<file path="src/hrf_pkg.sv">
// package with constants shared by the hall result formatting block
package hrf_pkg;
  // register read indices
  localparam logic [2:0] HRF_IDX_X = 3'h0;
  localparam logic [2:0] HRF_IDX_Y = 3'h1;
  localparam logic [2:0] HRF_IDX_Z = 3'h2;
  localparam logic [2:0] HRF_IDX_TEMP = 3'h3;
  localparam logic [2:0] HRF_IDX_OFS = 3'h4;
  // conversion source codes
  localparam logic [1:0] HRF_SRC_X = 2'h0;
  localparam logic [1:0] HRF_SRC_Y = 2'h1;
  localparam logic [1:0] HRF_SRC_Z = 2'h2;
  localparam logic [1:0] HRF_SRC_TEMP = 2'h3;
  // axis pair select codes
  localparam logic [1:0] HRF_PAIR_NONE = 2'h0;
  localparam logic [1:0] HRF_PAIR_XY = 2'h1;
  localparam logic [1:0] HRF_PAIR_YZ = 2'h2;
  localparam logic [1:0] HRF_PAIR_XZ = 2'h3;
  // field layout of the offset correction register
  localparam int HRF_OFS_SEL_LSB = 14;
  localparam int HRF_OFS_T1_LSB = 7;
  localparam int HRF_OFS_T2_LSB = 0;
  localparam int HRF_TERM_W = 7;
  localparam int HRF_PAD_W = 4;
  // reset values
  localparam logic [15:0] HRF_RESULT_RST = 16'h0000;
  localparam logic [15:0] HRF_OFS_RST = 16'h0000;
  // frame-content select value for an ordinary register read
  localparam logic [2:0] HRF_FRAME_REGULAR = 3'h0;
  localparam logic [15:0] HRF_MAX_POS = 16'h7fff;
  localparam logic [15:0] HRF_MAX_NEG = 16'h8000;
endpackage

</file>
<file path="src/hrf_offset_sat.sv">
// offset term scaling and saturating add for one axis result
`timescale 1ns/1ps
module hrf_offset_sat
  import hrf_pkg::*;
(
  // operands
  input wire logic [15:0] value,
  input wire logic [6:0] term,
  input wire logic apply,
  // corrected result
  output logic [15:0] result
);
  logic [15:0] term_ext;
  logic [16:0] sum;

  // sign extend and scale the term, add, clamp on overflow
  always_comb
  begin
    term_ext = {{(16-HRF_TERM_W-HRF_PAD_W){term[6]}}, term,
                {HRF_PAD_W{1'b0}}};
    sum = {value[15], value} + {term_ext[15], term_ext};
    if (!apply)
      result = value;
    else if (sum[16] != sum[15])
      result = sum[16] ? HRF_MAX_NEG : HRF_MAX_POS;
    else
      result = sum[15:0];
  end
endmodule

</file>
<file path="src/hrf_result_format.sv">
// result registers, formatting and offset correction of the hall sensor
`timescale 1ns/1ps
// What this block does
// - separate result register for each axis
// - axis results are 16-bit two's complement
// - no averaging: 12-bit code, four zero bits
// - averaging on: all sixteen bits from converter
// - frame select zero returns full axis result
// - temperature stored as 16-bit value
// - offset correction on selected axis pair
// - add offset terms to selected axes
// - offset correction register resets to zero
// - offset terms are 7-bit two's complement
// - offset step fixed at sixteen result LSBs
// - frame select zero gives ordinary read
module hrf_result_format
  import hrf_pkg::*;
(
  // clock and reset
  input wire logic clk,
  input wire logic rst_n,
  // conversion results from the converter
  input wire logic conv_valid,
  input wire logic [1:0] conv_source,
  input wire logic [15:0] conv_data,
  // mode selects
  input wire logic [1:0] averaging_select,
  input wire logic [1:0] axis_pair_select,
  input wire logic [2:0] frame_content_select,
  // offset correction register write
  input wire logic ofs_wr_en,
  input wire logic [15:0] ofs_wr_data,
  // register read
  input wire logic rd_en,
  input wire logic [2:0] rd_index,
  output logic [15:0] rd_data,
  output logic [15:0] frame_data,
  // result registers and offset correction register
  output logic [15:0] x_axis_field_result,
  output logic [15:0] y_axis_field_result,
  output logic [15:0] z_axis_field_result,
  output logic [15:0] thermal_reading,
  output logic [15:0] field_offset_correction
);
  import hrf_pkg::*;

  logic [15:0] x_reg, x_next;
  logic [15:0] y_reg, y_next;
  logic [15:0] z_reg, z_next;
  logic [15:0] temp_reg, temp_next;
  logic [15:0] ofs_reg, ofs_next;
  logic [15:0] rd_reg, rd_next;
  logic [15:0] frame_reg, frame_next;
  logic [15:0] fmt_axis, x_cor, y_cor, z_cor;
  logic [1:0] ofs_sel;
  logic [6:0] term1, term2, y_term;
  logic x_app, y_app, z_app;

  // place the converter code into the 16-bit result layout
  function automatic logic [15:0] fmt_code(input logic [15:0] code,
                                           input logic [1:0] avg);
    if (avg == 2'h0)
      fmt_code = {code[11:0], {HRF_PAD_W{1'b0}}};
    else
      fmt_code = code;
  endfunction

  // register index decode, used by both read paths
  function automatic logic [15:0] pick(input logic [2:0] idx,
                                       input logic [15:0] xv,
                                       input logic [15:0] yv,
                                       input logic [15:0] zv,
                                       input logic [15:0] tv,
                                       input logic [15:0] ov);
    case (idx)
      HRF_IDX_X: pick = xv;
      HRF_IDX_Y: pick = yv;
      HRF_IDX_Z: pick = zv;
      HRF_IDX_TEMP: pick = tv;
      HRF_IDX_OFS: pick = ov;
      default: pick = 16'h0000;
    endcase
  endfunction

  // offset fields and which axis takes which term
  always_comb
  begin
    ofs_sel = ofs_reg[HRF_OFS_SEL_LSB +: 2];
    term1 = ofs_reg[HRF_OFS_T1_LSB +: HRF_TERM_W];
    term2 = ofs_reg[HRF_OFS_T2_LSB +: HRF_TERM_W];
    fmt_axis = fmt_code(conv_data, averaging_select);
    // first axis of the pair takes term1, second takes term2
    x_app = ofs_sel[0] && (axis_pair_select == HRF_PAIR_XY ||
                           axis_pair_select == HRF_PAIR_XZ);
    y_app = (ofs_sel[1] && axis_pair_select == HRF_PAIR_XY) ||
            (ofs_sel[0] && axis_pair_select == HRF_PAIR_YZ);
    y_term = (axis_pair_select == HRF_PAIR_YZ) ? term1 : term2;
    z_app = ofs_sel[1] && (axis_pair_select == HRF_PAIR_YZ ||
                           axis_pair_select == HRF_PAIR_XZ);
  end

  // one corrector per axis
  hrf_offset_sat u_x_cor
  (
    .value(fmt_axis),
    .term(term1),
    .apply(x_app),
    .result(x_cor)
  );

  hrf_offset_sat u_y_cor
  (
    .value(fmt_axis),
    .term(y_term),
    .apply(y_app),
    .result(y_cor)
  );

  hrf_offset_sat u_z_cor
  (
    .value(fmt_axis),
    .term(term2),
    .apply(z_app),
    .result(z_cor)
  );

  // next values of result, offset and read registers
  always_comb
  begin
    x_next = x_reg;
    y_next = y_reg;
    z_next = z_reg;
    temp_next = temp_reg;
    ofs_next = ofs_reg;
    rd_next = rd_reg;
    frame_next = frame_reg;
    if (conv_valid)
    begin
      unique case (conv_source)
        HRF_SRC_X: x_next = x_cor;
        HRF_SRC_Y: y_next = y_cor;
        HRF_SRC_Z: z_next = z_cor;
        // no averaging keeps the 12-bit code right aligned
        HRF_SRC_TEMP: temp_next = (averaging_select == 2'h0) ?
                        {4'h0, conv_data[11:0]} : conv_data;
      endcase
    end
    if (ofs_wr_en)
      ofs_next = ofs_wr_data;
    if (rd_en)
    begin
      rd_next = pick(rd_index, x_reg, y_reg, z_reg, temp_reg, ofs_reg);
      // ordinary read carries the whole register in the frame
      if (frame_content_select == HRF_FRAME_REGULAR)
        frame_next = rd_next;
      else
        frame_next = 16'h0000;
    end
  end

  // state registers
  always_ff @(posedge clk or negedge rst_n)
  begin
    if (!rst_n)
    begin
      x_reg <= HRF_RESULT_RST;
      y_reg <= HRF_RESULT_RST;
      z_reg <= HRF_RESULT_RST;
      temp_reg <= HRF_RESULT_RST;
      ofs_reg <= HRF_OFS_RST;
      rd_reg <= HRF_RESULT_RST;
      frame_reg <= HRF_RESULT_RST;
    end
    else
    begin
      x_reg <= x_next;
      y_reg <= y_next;
      z_reg <= z_next;
      temp_reg <= temp_next;
      ofs_reg <= ofs_next;
      rd_reg <= rd_next;
      frame_reg <= frame_next;
    end
  end

  // outputs straight from flops
  assign x_axis_field_result = x_reg;
  assign y_axis_field_result = y_reg;
  assign z_axis_field_result = z_reg;
  assign thermal_reading = temp_reg;
  assign field_offset_correction = ofs_reg;
  assign rd_data = rd_reg;
  assign frame_data = frame_reg;

  // checks on formatting, correction and read paths
  a_zero_pad_low: assert property (@(posedge clk) disable iff (!rst_n)
    conv_valid && conv_source == HRF_SRC_X && averaging_select == 2'h0
    && !x_app |=> x_reg == {$past(conv_data[11:0]), 4'h0})
    else $error("x result not zero padded");

  a_full_width: assert property (@(posedge clk) disable iff (!rst_n)
    conv_valid && conv_source == HRF_SRC_Y && averaging_select != 2'h0
    && !y_app |=> y_reg == $past(conv_data))
    else $error("y result not full width");

  a_axis_separate: assert property (@(posedge clk)
    disable iff (!rst_n)
    conv_valid && conv_source == HRF_SRC_Z |=> $stable(x_reg)
    && $stable(y_reg) && $stable(temp_reg))
    else $error("z conversion disturbed another register");

  a_temp_store: assert property (@(posedge clk) disable iff (!rst_n)
    conv_valid && conv_source == HRF_SRC_TEMP && averaging_select != 2'h0
    |=> temp_reg == $past(conv_data))
    else $error("temperature not stored");

  a_ofs_hold: assert property (@(posedge clk) disable iff (!rst_n)
    !ofs_wr_en |=> ofs_reg == $past(ofs_reg))
    else $error("offset register changed without write");

  a_x_offset_add: assert property (@(posedge clk)
    disable iff (!rst_n)
    conv_valid && conv_source == HRF_SRC_X && averaging_select != 2'h0
    && x_app && conv_data[15:12] == 4'h0 |=> x_reg ==
    16'($past(conv_data) + {{5{$past(term1[6])}}, $past(term1), 4'h0}))
    else $error("x offset not added");

  a_sat_positive: assert property (@(posedge clk)
    disable iff (!rst_n)
    conv_valid && conv_source == HRF_SRC_X && x_app && !fmt_axis[15]
    && !term1[6] |=> !x_reg[15])
    else $error("positive correction wrapped");

  a_frame_regular: assert property (@(posedge clk)
    disable iff (!rst_n)
    rd_en && frame_content_select == HRF_FRAME_REGULAR
    && rd_index == HRF_IDX_X |=> frame_data == $past(x_reg)
    && rd_data == frame_data)
    else $error("regular frame lost axis result");

  a_unmapped_zero: assert property (@(posedge clk)
    disable iff (!rst_n)
    rd_en && rd_index > HRF_IDX_OFS |=> rd_data == 16'h0000)
    else $error("unmapped index not zero");
endmodule

</file>
<file path="config.mk">
export PLATFORM = sky130hd
export DESIGN_NAME = hrf_result_format
export DESIGN_NICKNAME = d
export VERILOG_FILES = /design/src/hrf_pkg.sv /design/src/hrf_offset_sat.sv /design/src/hrf_result_format.sv
export SDC_FILE = /design/constraint.sdc
export NUM_CORES = 1
export LEC_CHECK = 0
export BUFFER_PORTS_ARGS = -buffer_cell sky130_fd_sc_hd__buf_4
export CORE_ASPECT_RATIO = 0.75
export CORE_MARGIN = 8
export CORE_UTILIZATION = 55
export DETAILED_ROUTE_END_ITERATION = 10
export PLACE_DENSITY = 0.83
export SLEW_MARGIN = 20
export SYNTH_ARGS = -nofsm -noshare
export SYNTH_HDL_FRONTEND = slang
export SYNTH_SLANG_ARGS = --single-unit
</file>
<file path="constraint.sdc">
create_clock -name clk -period 4 [get_ports clk]
set_input_delay 1 -clock clk [delete_from_list [all_inputs] [get_ports clk]]
set_output_delay 1 -clock clk [all_outputs]
set_load 0.01 [all_outputs]
</file>
==> summary.md <==
• **result of the run** finished clean
• **gr busiest metal** met2
• **height of the die** 114.4 µm
• **cells along the critical path** buf_4 > nor2_4 > buf_8 > mux2_2 > buf_4 > ha_1 > or2_2 > o22ai_1 > a31oi_4 > a2111oi_2 > a31oi_2 > buf_12 > nor4_4 > a211oi_1
• **max-cap viol count** 0
• **global-route usage over all layers** 0.2979
• **Setup violations, final** 0
• **cell seen most often among critical-path stages** buf_4
• **largest net degree at the start of global routing** 56
• **data arrival time of the worst path** 4.11 ns
• **final std cells w/o fill** 1200
• **worst setup margin** 0.1051 ns
• **H-tree lvl count** 3
• **worst hold path type** flop to flop
• **met2 track demand over resource** 0.4567
• **netlist area before placement** 7102 µm²
• **final-report hold violation count** 0
• **met3 demand-to-capacity share in global routing** 0.09795
• **required time of the critical path** 4.22 ns
• **number of placed instances, taps included** 1181
• **PortBufs** 160
• **via count of the first global-routing pass** 7361
• **top library cells by usage in the layout, fill and taps aside** 265 x buf_4, 112 x dfrtp_1, 81 x nand2_1
• **count of inserted antenna diode cells** 0
• **Final period util** 0.9737
• **aggregate routed wire length** 25650 µm
• **num ports** 161
• **count of distinct cell types in the synthesized netlist** 67
• **depth of the worst register-to-register path** 11
• **post-place setup slack** -0.4030 ns
• **Max stage delay on crit path** 0.47 ns
• **Placed Instance Area** 9333 µm²
• **first-pass GRT wire length** 39720 µm
• **instance count along the most critical hold path** 1
• **sum of net half-perimeters after detailed placement** 19530 µm
• **largest vdd supply drop** 0.0002545 V
• **top flip-flop cell by instance count after synthesis** dfrtp_1
• **antenna violations before repair** 1
• **Worst Path Buf+Inv** 4
• **Worst-path clk slew** 0.08 ns
• **CTS tree** yes
• **number of flip-flops and latches in the synthesized netlist** 112
• **Starting Density** 0.5552
• **remaining global-route overflow** 0
• **crit path time final** 3.895 ns
• **clock latency on the worst-skew pair** 0.37 ns
• **final total power** 4227 µW
• **post-detailed-route DRC marker count** 0
• **core area** 12790 µm²
• **number of standard-cell rows in the floorplan** 36
• **Die X-Extent** 147.2 µm
• **critical path launch point type** primary input
• **count of clock tree sinks** 112
• **Pins Over Slew Limit** 0
• **Vias per Instance** 6.113
• **total die area** 16840 µm²
• **worst-path fanout max** 9
• **FMAX** 256.7 MHz
• **logic depth of the worst setup path including buffers** 14
• **Total Nets Final** 1111
• **worst max-slew margin expressed relative to the limit** 0.4131
• **kind of critical path** primary input to flop
• **final setup TNS** 0 ns
• **routed via count** 7336
• **Root Driver** clkbuf_16
• **Post-Synthesis Cells** 778
• **worst-path cell with the longest stage delay** a2111oi_2
• **Avg WL per Cell** 21.38 µm
• **number of DRC markers in iteration 0** 817
• **fraction of final layout cells with drive strength greater than 1** 0.3596
• **Synth async-reset ratio** 1.000
• **number of buffers inserted during clock tree synthesis** 9
• **Leakage Power** 0.004564 µW
• **final setup skew** 0.01364 ns
• **final antenna-violating net count** 0
• **placer congestion estimate** 0.9364
• **most common cell after layout, fill and taps aside** buf_4
• **area overhead of the layout relative to synthesis** 37.77%
• **Cell Pwr Density** 432.0 nW/µm²
• **Tightest Pin Transition** 0.8778 ns
• **number of buffers on the longest clock path** 2
• **number of search-and-repair iterations in the first detailed-routing pass** 6
• **Non-Filler Cell Area, Final** 9784 µm²
• **met1 layer usage reported by global route** 0.3866
• **EDFF count, synth** 0
• **cell family with the largest share of critical-path delay** compound AO/OA/AOI/OAI gates
• **register area share after synthesis** 0.3946
• **Synth Net Count** 865
• **average cell area after synthesis** 9.128 µm²
• **number of warnings issued by yosys** 0
• **CP Capture Type** flop
==> cells by family after synthesis <==
kind of cell | synth area share
AOI/OAI and AO/OA | 0.2215
and+or+nand+nor | 0.1378
DFF | 0.3946
buffers and inverters | 0.04651
muxes | 0.09214
adders and majority gates | 0.07065
xor gates and xnor gates | 0.03682
==> synthesized netlist by cell type (11+ instances only) <==
cell type    n  area, µm²
dfrtp_1    112       2803
nand2_1     81      304.0
nor2_1      73      274.0
o21ai_0     62      310.3
inv_1       46      172.7
a21oi_1     41      205.2
ha_1        36      450.4
mux2_2      31      349.1
clkbuf_1    30      112.6
a31oi_1     25      156.4
mux2i_1     24      240.2
o22ai_1     21      131.4
xnor2_1     18      157.7
a22o_1      15      131.4
nor3_1      12      60.06
a22oi_1     11      82.58
==> layer usage <==
metal	up-vias	routed length, µm
met2	478	11450
met1	3481	10410
li1	3295	-
met3	80	2915
met5	-	13
met4	2	857
==> registers in the layout, indices dropped and copies added (netlist names) <==
register,flops
rd_data,16
thermal_reading,16
field_offset_correction,16
frame_data,16
z_axis_field_result,16
x_axis_field_result,16
y_axis_field_result,16
==> per-stage QoR <==
step | utilization | hold slack, ns
finish | 0.7649 | 0.5262
global route | 0.7649 | 0.5408
CTS | 0.7557 | 0.5303
detailed placement | 0.7296 | 0.5127
global placement | 0.7291 | 0.4949
floorplan | - | 0.5297
==> where the power goes <==
part	switching (µW)	leakage, µW	total (µW)	internal (µW)
Combinational	894	0.00306	1740	843
Sequential	196	0.00135	1510	1310
Clock	480	0.000153	985	504
Total	1570	0.00456	4230	2660
==> area by class of cell <==
| class | instances | area (µm²) |
|---|---|---|
| tap | 171 | 214.0 |
| inverter | 46 | 172.7 |
| timing repair buffer | 271 | 2096 |
| sequential | 112 | 2803 |
| clock inverter | 6 | 86.33 |
| clock buffer | 10 | 229.0 |
| multi-input combinational | 584 | 4184 |
| fill | 878 | 3008 |
==> worst paths after layout <==
check / from / endpoint / slack [ns]
max: averaging_select[1] / y_axis_field_result[1] / 0.11
max reg2reg: field_offset_correction[13] / y_axis_field_result[1] / 0.75
max in group asynchronous: rst_n / y_axis_field_result[3] / 2.45
min: frame_data[14] / frame_data[14] / 0.53
min in group asynchronous: rst_n / z_axis_field_result[12] / 0.67
min reg2reg: frame_data[14] / frame_data[14] / 0.53
==> what timing repair did <==
item | 4_1_cts | 5_1_grt
pin swaps | 0 | 3
buffers inserted | 0 | 3
resized for setup | 3 | 18
setup endpoints to repair | 4 | 34
hold buffers | 0 | 0
endpoints found under the hold margin | 0 | 0
(Power assumes the default switching activity.)
